<file path="config.mk">
export PLATFORM = sky130hd
export DESIGN_NAME = fsp_host_ctrl
export DESIGN_NICKNAME = d
export VERILOG_FILES = /design/src/fsp_pkg.sv /design/src/fsp_bus_cycle.sv /design/src/fsp_host_ctrl.sv
export SDC_FILE = /design/constraint.sdc
export NUM_CORES = 1
export LEC_CHECK = 0
export BUFFER_PORTS_ARGS = -buffer_cell sky130_fd_sc_hd__buf_4
export CAP_MARGIN = 0
export CORE_AREA = 2 2 150 152
export DETAILED_ROUTE_END_ITERATION = 10
export DIE_AREA = 0 0 152 154
export PLACE_DENSITY = 0.61
export SYNTH_ARGS = -nofsm -noshare
export SYNTH_HDL_FRONTEND = slang
export SYNTH_HIERARCHICAL = 1
export SYNTH_SLANG_ARGS = --single-unit
</file>
<file path="constraint.sdc">
create_clock -name clk_sys -period 7 [get_ports clk_sys]
set_clock_uncertainty 0.05 [all_clocks]
set_input_delay 0.7 -clock clk_sys [delete_from_list [all_inputs] [get_ports clk_sys]]
set_output_delay 0.7 -clock clk_sys [all_outputs]
set_load 0.02 [all_outputs]
</file>
<file path="src/fsp_pkg.sv">
// Shared constants for the flash operation status host controller.
// Assumes a 10 MHz system clock and a 16-bit parallel NOR flash with async strobes.
package fsp_pkg;

    // Status register field positions.
    localparam int unsigned BIT_READY         = 7;
    localparam int unsigned BIT_ERASE_SUSP    = 6;
    localparam int unsigned BIT_ERASE_RESULT  = 5;
    localparam int unsigned BIT_PROG_RESULT   = 4;
    localparam int unsigned BIT_BUFFER_ABORT  = 3;
    localparam int unsigned BIT_PROG_SUSP     = 2;
    localparam int unsigned BIT_SECTOR_LOCKED = 1;
    localparam int unsigned BIT_CONTINUITY    = 0;

    // Polling word bit positions.
    localparam int unsigned BIT_POLLING       = 7;
    localparam int unsigned BIT_TOGGLE_ONE    = 6;
    localparam int unsigned BIT_ERASE_TIMER   = 3;
    localparam int unsigned BIT_TOGGLE_TWO    = 2;

    // Masks applied by the host to status and polling words.
    localparam logic [15:0] STATUS_KEEP_MASK  = 16'h00FF;
    localparam logic [15:0] NOT_READY_MASK    = 16'h0081;
    localparam logic [15:0] POLL_KEEP_MASK    = 16'h00EE;

    // Status register read command and its address.
    localparam logic [15:0] CMD_STATUS_READ   = 16'h0070;
    localparam logic [15:0] CMD_STATUS_ADDR   = 16'h0555;

    // Strobe timing.
    localparam int unsigned CLK_MHZ           = 10;
    localparam int unsigned T_RD_STROBE_NS    = 110;
    localparam int unsigned T_WR_STROBE_NS    = 35;
    localparam int unsigned CYC_RD_STROBE     = (T_RD_STROBE_NS * CLK_MHZ + 999) / 1000;
    localparam int unsigned CYC_WR_STROBE     = (T_WR_STROBE_NS * CLK_MHZ + 999) / 1000;
    localparam int unsigned POLL_MAX_DEFAULT  = 65535;

    // User operations.
    typedef enum logic [2:0] {
        OP_WRITE   = 3'h0,
        OP_READ    = 3'h1,
        OP_STATUS  = 3'h2,
        OP_SUSPEND = 3'h3,
        OP_POLL    = 3'h4
    } fsp_op_t;

    // Bus cycle states.
    typedef enum logic [3:0] {
        BC_IDLE   = 4'h1,
        BC_SETUP  = 4'h2,
        BC_STROBE = 4'h4,
        BC_HOLD   = 4'h8
    } fsp_bc_t;

    // Controller states.
    typedef enum logic [8:0] {
        HS_IDLE   = 9'h001,
        HS_WR     = 9'h002,
        HS_RD     = 9'h004,
        HS_ST_CMD = 9'h008,
        HS_ST_RD  = 9'h010,
        HS_POLL_A = 9'h020,
        HS_POLL_B = 9'h040,
        HS_POLL_C = 9'h080,
        HS_DONE   = 9'h100
    } fsp_hs_t;

endpackage : fsp_pkg

</file>
<file path="src/fsp_bus_cycle.sv">
// One asynchronous flash bus cycle: read or write under chip, output and write enables.
// Assumes the flash data pins are resolved outside from dq_o and dq_oe.
`timescale 1ns/10ps
module fsp_bus_cycle #(
    parameter int unsigned AW = 26,
    parameter int unsigned DW = 16
) (
    input  wire logic          clk_sys,
    input  wire logic          nrst,
    input  wire logic          clk_en,
    input  wire logic          start,
    input  wire logic          is_wr,
    input  wire logic [AW-1:0] addr,
    input  wire logic [DW-1:0] wdata,
    output logic               done,
    output logic [DW-1:0]      rdata,
    output logic               flash_ce_n,
    output logic               flash_oe_n,
    output logic               flash_we_n,
    output logic [AW-1:0]      flash_addr,
    input  wire logic [DW-1:0] flash_dq_i,
    output logic [DW-1:0]      flash_dq_o,
    output logic               flash_dq_oe
);

    initial
    begin
        if (DW != 16 || AW < 12)
            $error("fsp_bus_cycle: unsupported widths");
    end

    fsp_pkg::fsp_bc_t st_r, st_nxt;
    logic [3:0]       cnt_r, cnt_nxt;
    logic             wr_r, wr_nxt;
    logic [AW-1:0]    addr_r, addr_nxt;
    logic [DW-1:0]    wdata_r, wdata_nxt;
    logic [DW-1:0]    rdata_r, rdata_nxt;

    always_comb
    begin
        st_nxt    = st_r;
        cnt_nxt   = cnt_r;
        wr_nxt    = wr_r;
        addr_nxt  = addr_r;
        wdata_nxt = wdata_r;
        rdata_nxt = rdata_r;
        case (st_r)
            fsp_pkg::BC_IDLE:
            begin
                if (start)
                begin
                    st_nxt    = fsp_pkg::BC_SETUP;
                    wr_nxt    = is_wr;
                    addr_nxt  = addr;
                    wdata_nxt = wdata;
                end
            end
            fsp_pkg::BC_SETUP:
            begin
                st_nxt  = fsp_pkg::BC_STROBE;
                cnt_nxt = wr_r ? 4'(fsp_pkg::CYC_WR_STROBE) : 4'(fsp_pkg::CYC_RD_STROBE);
            end
            fsp_pkg::BC_STROBE:
            begin
                cnt_nxt = cnt_r - 4'h1;
                if (cnt_r <= 4'h1)
                begin
                    st_nxt    = fsp_pkg::BC_HOLD;
                    rdata_nxt = wr_r ? rdata_r : flash_dq_i;
                end
            end
            fsp_pkg::BC_HOLD: st_nxt = fsp_pkg::BC_IDLE;
            default:          st_nxt = fsp_pkg::BC_IDLE;
        endcase
    end

    always_ff @(posedge clk_sys or negedge nrst)
    begin
        if (!nrst)
        begin
            st_r    <= fsp_pkg::BC_IDLE;
            cnt_r   <= 4'h0;
            wr_r    <= 1'b0;
            addr_r  <= '0;
            wdata_r <= '0;
            rdata_r <= '0;
        end
        else if (clk_en)
        begin
            st_r    <= st_nxt;
            cnt_r   <= cnt_nxt;
            wr_r    <= wr_nxt;
            addr_r  <= addr_nxt;
            wdata_r <= wdata_nxt;
            rdata_r <= rdata_nxt;
        end
    end

    // Each strobed read is a separate cycle, so the device sees every read edge.
    assign done        = clk_en && (st_r == fsp_pkg::BC_HOLD);
    assign rdata       = rdata_r;
    assign flash_ce_n  = (st_r != fsp_pkg::BC_STROBE);
    assign flash_oe_n  = !((st_r == fsp_pkg::BC_STROBE) && !wr_r);
    assign flash_we_n  = !((st_r == fsp_pkg::BC_STROBE) && wr_r);
    assign flash_addr  = addr_r;
    assign flash_dq_o  = wdata_r;
    assign flash_dq_oe = wr_r && (st_r != fsp_pkg::BC_IDLE);
endmodule : fsp_bus_cycle

</file>
<file path="src/fsp_host_ctrl.sv">
// Host controller that drives a parallel NOR flash and reports embedded operation status.
// Assumes user commands arrive synchronous to clk_sys and the flash pins are joined outside.
`timescale 1ns/10ps
module fsp_host_ctrl #(
    parameter int unsigned AW       = 26,
    parameter int unsigned DW       = 16,
    parameter int unsigned POLL_MAX = fsp_pkg::POLL_MAX_DEFAULT
) (
    input  wire logic             clk_sys,
    input  wire logic             nrst,
    input  wire logic             clk_en,
    input  wire logic             cmd_valid,
    output logic                  cmd_ready,
    input  wire fsp_pkg::fsp_op_t cmd_op,
    input  wire logic [AW-1:0]    cmd_addr,
    input  wire logic [DW-1:0]    cmd_data,
    output logic                  rsp_valid,
    output logic [DW-1:0]         rsp_data,
    output logic                  rsp_ready_flag,
    output logic                  rsp_fail,
    output logic                  rsp_timeout,
    output logic                  rsp_toggle_two,
    output logic                  rsp_erase_timer,
    output logic                  flash_ce_n,
    output logic                  flash_oe_n,
    output logic                  flash_we_n,
    output logic [AW-1:0]         flash_addr,
    input  wire logic [DW-1:0]    flash_dq_i,
    output logic [DW-1:0]         flash_dq_o,
    output logic                  flash_dq_oe
);

    initial
    begin
        if (POLL_MAX < 2 || POLL_MAX > 65535)
            $error("fsp_host_ctrl: POLL_MAX out of range");
    end

    ////////////////////////////////////////////////////////////////////////////////
    // Bus cycle engine.

    logic          bus_start;
    logic          bus_wr;
    logic [AW-1:0] bus_addr;
    logic [DW-1:0] bus_wdata;
    logic          bus_done;
    logic [DW-1:0] bus_rdata;

    fsp_bus_cycle #(.AW(AW), .DW(DW)) u_bus (
        .clk_sys     (clk_sys),
        .nrst        (nrst),
        .clk_en      (clk_en),
        .start       (bus_start),
        .is_wr       (bus_wr),
        .addr        (bus_addr),
        .wdata       (bus_wdata),
        .done        (bus_done),
        .rdata       (bus_rdata),
        .flash_ce_n  (flash_ce_n),
        .flash_oe_n  (flash_oe_n),
        .flash_we_n  (flash_we_n),
        .flash_addr  (flash_addr),
        .flash_dq_i  (flash_dq_i),
        .flash_dq_o  (flash_dq_o),
        .flash_dq_oe (flash_dq_oe)
    );

    ////////////////////////////////////////////////////////////////////////////////
    // Operation sequencer.

    fsp_pkg::fsp_hs_t st_r, st_nxt;
    fsp_pkg::fsp_op_t op_r, op_nxt;
    logic             busy_r, busy_nxt;
    logic [AW-1:0]    addr_r, addr_nxt;
    logic [DW-1:0]    data_r, data_nxt;
    logic [DW-1:0]    samp_a_r, samp_a_nxt;
    logic [DW-1:0]    samp_b_r, samp_b_nxt;
    logic [15:0]      cnt_r, cnt_nxt;
    logic             rv_r, rv_nxt;
    logic [DW-1:0]    rd_r, rd_nxt;
    logic             rrdy_r, rrdy_nxt;
    logic             rfail_r, rfail_nxt;
    logic             rto_r, rto_nxt;
    logic             rtg2_r, rtg2_nxt;
    logic             rtmr_r, rtmr_nxt;
    logic             toggling;
    logic             at_limit;
    logic             st_ready;
    logic             poll_word;
    logic             prev_poll;

    assign toggling = samp_a_r[fsp_pkg::BIT_TOGGLE_ONE] ^ bus_rdata[fsp_pkg::BIT_TOGGLE_ONE];
    assign at_limit = (cnt_r >= 16'(POLL_MAX));
    assign st_ready = bus_rdata[fsp_pkg::BIT_READY];
    // A read whose bit 7 differs from the expected true bit is still a status word.
    assign poll_word = (bus_rdata[fsp_pkg::BIT_POLLING] != data_r[fsp_pkg::BIT_POLLING]);
    assign prev_poll = (samp_a_r[fsp_pkg::BIT_POLLING] != data_r[fsp_pkg::BIT_POLLING]);

    always_comb
    begin
        st_nxt     = st_r;
        op_nxt     = op_r;
        busy_nxt   = busy_r;
        addr_nxt   = addr_r;
        data_nxt   = data_r;
        samp_a_nxt = samp_a_r;
        samp_b_nxt = samp_b_r;
        cnt_nxt    = cnt_r;
        rv_nxt     = 1'b0;
        rd_nxt     = rd_r;
        rrdy_nxt   = rrdy_r;
        rfail_nxt  = rfail_r;
        rto_nxt    = rto_r;
        rtg2_nxt   = rtg2_r;
        rtmr_nxt   = rtmr_r;
        bus_start  = 1'b0;
        bus_wr     = 1'b0;
        bus_addr   = addr_r;
        bus_wdata  = data_r;
        case (st_r)
            fsp_pkg::HS_IDLE:
            begin
                if (cmd_valid)
                begin
                    op_nxt    = cmd_op;
                    addr_nxt  = cmd_addr;
                    data_nxt  = cmd_data;
                    cnt_nxt   = 16'h0000;
                    rfail_nxt = 1'b0;
                    rto_nxt   = 1'b0;
                    rtg2_nxt  = 1'b0;
                    rtmr_nxt  = 1'b0;
                    case (cmd_op)
                        fsp_pkg::OP_WRITE:   st_nxt = fsp_pkg::HS_WR;
                        fsp_pkg::OP_SUSPEND: st_nxt = fsp_pkg::HS_WR;
                        fsp_pkg::OP_READ:    st_nxt = fsp_pkg::HS_RD;
                        fsp_pkg::OP_STATUS:  st_nxt = fsp_pkg::HS_ST_CMD;
                        fsp_pkg::OP_POLL:    st_nxt = fsp_pkg::HS_POLL_A;
                        default:             st_nxt = fsp_pkg::HS_WR;
                    endcase
                end
            end
            fsp_pkg::HS_WR:
            begin
                bus_start = !busy_r;
                bus_wr    = 1'b1;
                busy_nxt  = !bus_done;
                if (bus_done)
                    st_nxt = (op_r == fsp_pkg::OP_SUSPEND) ? fsp_pkg::HS_ST_CMD
                                                           : fsp_pkg::HS_DONE;
            end
            fsp_pkg::HS_RD:
            begin
                bus_start = !busy_r;
                busy_nxt  = !bus_done;
                if (bus_done)
                begin
                    rd_nxt = bus_rdata;
                    st_nxt = fsp_pkg::HS_DONE;
                end
            end
            fsp_pkg::HS_ST_CMD:
            begin
                bus_start = !busy_r;
                bus_wr    = 1'b1;
                bus_addr  = AW'(fsp_pkg::CMD_STATUS_ADDR);
                bus_wdata = fsp_pkg::CMD_STATUS_READ;
                busy_nxt  = !bus_done;
                if (bus_done)
                    st_nxt = fsp_pkg::HS_ST_RD;
            end
            fsp_pkg::HS_ST_RD:
            begin
                bus_start = !busy_r;
                busy_nxt  = !bus_done;
                if (bus_done)
                begin
                    rrdy_nxt = st_ready;
                    cnt_nxt  = cnt_r + 16'h0001;
                    // Reserved high byte dropped; flags 6 to 1 are meaningless while busy.
                    rd_nxt = st_ready ? (bus_rdata & fsp_pkg::STATUS_KEEP_MASK)
                                      : (bus_rdata & fsp_pkg::NOT_READY_MASK);
                    if (op_r == fsp_pkg::OP_SUSPEND && !st_ready && !at_limit)
                        st_nxt = fsp_pkg::HS_ST_CMD;
                    else
                    begin
                        rto_nxt = (op_r == fsp_pkg::OP_SUSPEND) && !st_ready;
                        st_nxt  = fsp_pkg::HS_DONE;
                    end
                end
            end
            fsp_pkg::HS_POLL_A:
            begin
                // Polling only starts after the command's write cycles ended.
                bus_start = !busy_r;
                busy_nxt  = !bus_done;
                if (bus_done)
                begin
                    samp_a_nxt = bus_rdata & fsp_pkg::POLL_KEEP_MASK;
                    st_nxt     = fsp_pkg::HS_POLL_B;
                end
            end
            fsp_pkg::HS_POLL_B:
            begin
                bus_start = !busy_r;
                busy_nxt  = !bus_done;
                if (bus_done)
                begin
                    samp_b_nxt = bus_rdata & fsp_pkg::POLL_KEEP_MASK;
                    samp_a_nxt = bus_rdata & fsp_pkg::POLL_KEEP_MASK;
                    cnt_nxt    = cnt_r + 16'h0001;
                    // Only a pair of status words says anything about toggle bit two.
                    if (poll_word && prev_poll)
                        rtg2_nxt = rtg2_r | (samp_a_r[fsp_pkg::BIT_TOGGLE_TWO]
                                             ^ bus_rdata[fsp_pkg::BIT_TOGGLE_TWO]);
                    if (poll_word)
                        rtmr_nxt = bus_rdata[fsp_pkg::BIT_ERASE_TIMER];
                    // Toggle bit one stopping marks the end of the algorithm.
                    if (toggling && !at_limit)
                        st_nxt = fsp_pkg::HS_POLL_B;
                    else
                    begin
                        rto_nxt = toggling;
                        st_nxt  = fsp_pkg::HS_POLL_C;
                    end
                end
            end
            fsp_pkg::HS_POLL_C:
            begin
                // Data is trusted only from a read after the status settled.
                bus_start = !busy_r;
                busy_nxt  = !bus_done;
                if (bus_done)
                begin
                    rd_nxt    = bus_rdata;
                    // True bit 7 must match the expected one: programmed bit, or 1 for erase.
                    rfail_nxt = rto_r || (bus_rdata[fsp_pkg::BIT_POLLING]
                                          != data_r[fsp_pkg::BIT_POLLING]);
                    st_nxt    = fsp_pkg::HS_DONE;
                end
            end
            fsp_pkg::HS_DONE:
            begin
                rv_nxt = 1'b1;
                st_nxt = fsp_pkg::HS_IDLE;
            end
            default: st_nxt = fsp_pkg::HS_IDLE;
        endcase
    end

    always_ff @(posedge clk_sys or negedge nrst)
    begin
        if (!nrst)
        begin
            st_r     <= fsp_pkg::HS_IDLE;
            op_r     <= fsp_pkg::OP_WRITE;
            busy_r   <= 1'b0;
            addr_r   <= '0;
            data_r   <= '0;
            samp_a_r <= '0;
            samp_b_r <= '0;
            cnt_r    <= 16'h0000;
            rv_r     <= 1'b0;
            rd_r     <= '0;
            rrdy_r   <= 1'b0;
            rfail_r  <= 1'b0;
            rto_r    <= 1'b0;
            rtg2_r   <= 1'b0;
            rtmr_r   <= 1'b0;
        end
        else if (clk_en)
        begin
            st_r     <= st_nxt;
            op_r     <= op_nxt;
            busy_r   <= busy_nxt;
            addr_r   <= addr_nxt;
            data_r   <= data_nxt;
            samp_a_r <= samp_a_nxt;
            samp_b_r <= samp_b_nxt;
            cnt_r    <= cnt_nxt;
            rv_r     <= rv_nxt;
            rd_r     <= rd_nxt;
            rrdy_r   <= rrdy_nxt;
            rfail_r  <= rfail_nxt;
            rto_r    <= rto_nxt;
            rtg2_r   <= rtg2_nxt;
            rtmr_r   <= rtmr_nxt;
        end
    end

    assign cmd_ready       = (st_r == fsp_pkg::HS_IDLE);
    assign rsp_valid       = rv_r;
    assign rsp_data        = rd_r;
    assign rsp_ready_flag  = rrdy_r;
    assign rsp_fail        = rfail_r;
    assign rsp_timeout     = rto_r;
    assign rsp_toggle_two  = rtg2_r;
    assign rsp_erase_timer = rtmr_r;
endmodule : fsp_host_ctrl

</file>
* Word level (Yosys, flattened, before mapping)
Cells that the tools add are included.
W data, S select, Z words.
** Word-level totals
- Register bits :: 166
- Output and inout port bits :: 69
** Cells by class
- Add/sub/neg operators :: 2
- Reduce and logical (&&, ||, !) cells :: 42
- Muxes and demuxes :: 43
- Equality and inequality tests :: 36
- Bitwise operators :: 4
- Order comparisons :: 2
** Operators with widths (count)
- $mux W9 :: 9
- $mux W16 :: 5
- $pmux W16 S2 :: 2
- $pmux W9 S7 :: 1
- $mux W26 :: 1
- $ne A2 B2 Y1 const B :: 12
- $pmux W6 S3 :: 1
- $add A16 B1 Y16 const B :: 1
- $ge A16 B16 Y1 const B :: 1
- $mux W8 :: 2
- $reduce_and A4 Y1 :: 4
- $reduce_and A3 Y1 :: 5
- $mux W1 :: 13
- $pmux W4 S3 :: 1
- $reduce_and A5 Y1 :: 2
- $reduce_bool A2 Y1 :: 5
- $eq A9 B1 Y1 const B :: 1
- $eq A9 B2 Y1 const B :: 1
- $eq A9 B3 Y1 const B :: 1
- $eq A9 B4 Y1 const B :: 1
- $eq A9 B5 Y1 const B :: 1
- $eq A9 B6 Y1 const B :: 1
- $eq A9 B7 Y1 const B :: 1
- $eq A9 B8 Y1 const B :: 1
- other kinds (31) :: 56

* Depth between registers and ports, before layout
- Depth in word-level cells :: 6
- Mapped depth :: 10

* Hierarchy
The synthesis kept the hierarchy.
** Modules (own cells, without submodules)
- fsp_host_ctrl :: sequential area each 2403.6 sq um, cells an instance 439, instances 1, area an instance 4799.6 sq um
- fsp_bus_cycle :: sequential area each 1677.9 sq um, cells an instance 180, instances 1, area an instance 2732.6 sq um

* Worst setup path before layout
Ideal clock, no wire load.
- Path type :: flip-flop to flip-flop
- Start point :: reg, netlist name st_r[2]
- End point :: reg u_bus.addr_r[0], in the netlist u_bus/flash_addr[0]
- Arrival time :: 2.289 ns
- Setup time :: 0.125 ns
- Buffers on the path :: 2
- Slack :: 4.537 ns
- Stages on the path, launching flop included :: 10
- Cell sequence :: dfrtp_1 buf_6 nor4_2 o2111ai_1 o211a_1 nor2_1 and3_1 nand2_1 buf_2 mux2_2
** RTL lines
- end signal, assigned :: line fsp_bus_cycle.sv:93 : addr_r <= addr_nxt;
- end, declared :: line fsp_bus_cycle.sv:35 : logic [AW-1:0] addr_r, addr_nxt;

==> metrics.yaml <==
cpPeakStageDelay_ns: 0.59
routabilityCongestion: 0.8689
pre_cts_slack_ns: 3.703
fin_crit_ns: 3.281
holdCritPathClass: "primary input to async pin"
fin_crit_sh: 0.4688
grt_pass1_vias: 5142
final_cells: 1036
rsz0062_at_grt: "no"
routed_via_density: 5.054
setup_tns_ns: 0
cp_data_required_time_ns: 7.25
status: "finished clean"
power_switching_mw: 1.055
switching_share: 0.3158
p_total_mw: 3.341
synth-simple-area-share: 0.1385
pwr-share-comb: 0.295
grt_pass1_wl_mm: 27.66
p_leak_nw: 4.413
final_net_count: 811
synth_top_area_frac: 0.5349
synthAdderAreaFrac: 0.004983
dr.pass1.iters: 4
r2r-end: "u_bus/flash_dq_o[1]"
area_growth_pct: 24.15
yosys.area_share.xor_xnor: 0.01279
synth.avg_cell_area_um2: 12.17
max_freq_mhz: 304.7
drive_above_1_share: 0.3981
worst-path-max-fanout: 44
dieArea_mm2: 0.02341
initial_core_util: 0.3473
dp.cells: 1004
ys_top_cells_by_area: "dfrtp_1, mux2_2, and2_1, o21ai_0, mux2_4"
async_flop_share: 1.000
clk_path_buf_depth: 2
htreeDepth: 4
synth_compound_area_frac: 0.09402
crit_end: "u_bus/flash_dq_o[1]"
seq_power_share: 0.410
ys_top_cells_by_count: "dfrtp_1, mux2_2, and2_1, nand2_1, o21ai_0"
synth.most_common_cell: "dfrtp_1"
cts_tree: "yes"
synth-edff-count: 0
antenna_cells: 0
crit_path_top_delay_cell: "nor4_2"
yosysTopAreaCell: "dfrtp_1"
synthDistinctLibCells: 71
r2r_cells: 7
ioPinCount: 134
p_int_mw: 2.286
root_buffer: "clkbuf_16"
cts_sinks: 163
p_clk_frac: 0.295
post_drt_wl_per_cell_um: 16.17
ys_seq_area_frac: 0.5419
wl_mm: 16.75
cts_buffers: 17
clk_pin_slew_ns: 0.07
cp.depth: 7
rows: 54
portBuffers: 133
grt_overflow: 0
drv_slew: 0
cts_resized: 0
antenna_found_initial: 0
setup.worst_path.start: "st_r[2]"
worstMarginPinSlew_ns: 1.084
synth_top_family_by_area: "multiplexers"
drt_iter0_markers: 294
muxShareOfSynthArea: 0.1752
drcViolationCount: 0
dieWidth_um: 152
drv_cap: 0
track_usage: 0.1454
r2r_slack_ns: 3.72
powerDensity_mw_per_mm2: 357.3
finalSetupViolations: 0
peakVddDrop_mv: 0.2050
grt_max_degree: 101
drtAntennaViolNets: 0
cts_hold_buffers: 0
fill_cells: 2064
path_buf_inv: 0
cp_top_family: "simple AND/OR/NAND/NOR gates"
cts_setup_buffers: 0
dp_hpwl_mm: 11.29
worstSetupPathType: "flop to flop"
critPathLaunchType: "flop"
netlist_instances: 619
max_slew_margin: 0.2773
synth_seq_cells: 163
syn-cell-area_mm2: 0.007532
syn-num-nets: 687
yosysWarnings: 6
die-height_um: 154
path_cells: "nor4_2 > o2111ai_1 > o211a_1 > nor2_1 > and3_1 > nand2_2 > mux2_2"
reg2reg_from: "st_r[2]"
yosys_most_used_dff: "dfrtp_1"
clkLatencyLatePin_ns: 0.42
core-area_mm2: 0.02169
end_kind: "flop"
dr_total_vias: 5236
finalHoldViolCount: 0
setup_slack_ns: 3.719
cp_data_arrival_time_ns: 3.53
[final cells by class]
cell class	instances	area (um^2)	area share
Clock buffer	18	429.2	0.04589
Clock inverter	14	188.9	0.02020
Inverter	16	60.06	0.006422
Multi-Input combinational cell	408	3209	0.3432
Sequential cell	163	4081	0.4364
Tap cell	280	350.3	0.03746
Timing Repair Buffer	137	1032	0.1104
[worst min path at each step]
stage | start | endpoint | cells after the start
floorplan | nrst | addr_r[0] | 0
detailed placement | rsp_data[4] | rsp_data[4] | 2
CTS | nrst | data_r[1] | 1
global route | nrst | data_r[1] | 1
global placement | rsp_data[4] | rsp_data[4] | 2
finish | nrst | data_r[1] | 1
[state kept, by name, indices dropped and copies added, names as in the netlist, 4 cells and up]
register          flops
st_r                  9
rsp_data             16
cnt_r                16
data_r               16
addr_r               26
u_bus/st_r            4
u_bus/flash_addr     26
u_bus/flash_dq_o     16
u_bus/rdata          16
u_bus/cnt_r           4
[power groups by stage]
stage / Combinational (mW) / Clock (mW) / Sequential [mW]
after floorplan: 0.550 / 0 / 1.47
after global placement: 0.983 / 0 / 1.38
after detailed placement: 0.993 / 0 / 1.39
after CTS: 0.996 / 1.02 / 1.37
after global routing: 1.07 / 1.06 / 1.41
final: 0.985 / 0.987 / 1.37
[through the flow]
step / area, um^2 / util / hold slack [ns]
floorplan: 7532 / - / 0.3544
finish: 9351 / 0.4312 / 0.3208
detailed placement: 8733 / 0.4027 / 0.4221
global route: 9351 / 0.4312 / 0.4195
global placement: 8733 / 0.4027 / 0.4128
CTS: 9351 / 0.4312 / 0.3689
[cell families after synthesis]
kind of cell             Yosys count
AO/OA/AOI/OAI                    103
XOR/XNOR                          11
adder cells (fa/ha/maj)            3
buffers and inverters             48
flip-flops                       163
multiplexers                     114
AND/OR/NAND/NOR                  177
[worst register-to-register path, cell delays in order (launching register included)]
cell and delay [ns]:
dfrtp_1 0.48, nor4_2 0.59, o2111ai_1 0.33, o211a_1 0.31, nor2_1 0.09, and3_1 0.19, nand2_2 0.57, mux2_2 0.57
[placed cells by master, fill, tap and decap left out, types with 8 or more instances in the layout]
cell	count
nor3_1	13
mux2_2	103
and2_1	35
xor2_1	9
nor2_1	22
o21ai_0	32
nand2_1	31
buf_4	136
nand2b_1	11
inv_1	15
a21oi_1	10
a22o_1	11
dfrtp_1	161
and3_1	8
nand3_1	11
mux2_4	10
nand4_1	11
clkbuf_16	17
[metal layers]
metal / track usage / up-vias / share of wire
met5: 0 / - / 0
met4: 0.03827 / 0 / 0.0095
met3: 0.05947 / 16 / 0.086
met2: 0.2192 / 144 / 0.46
met1: 0.1944 / 2593 / 0.45
li1: - / 2483 / -
(Power assumes the default switching activity.)
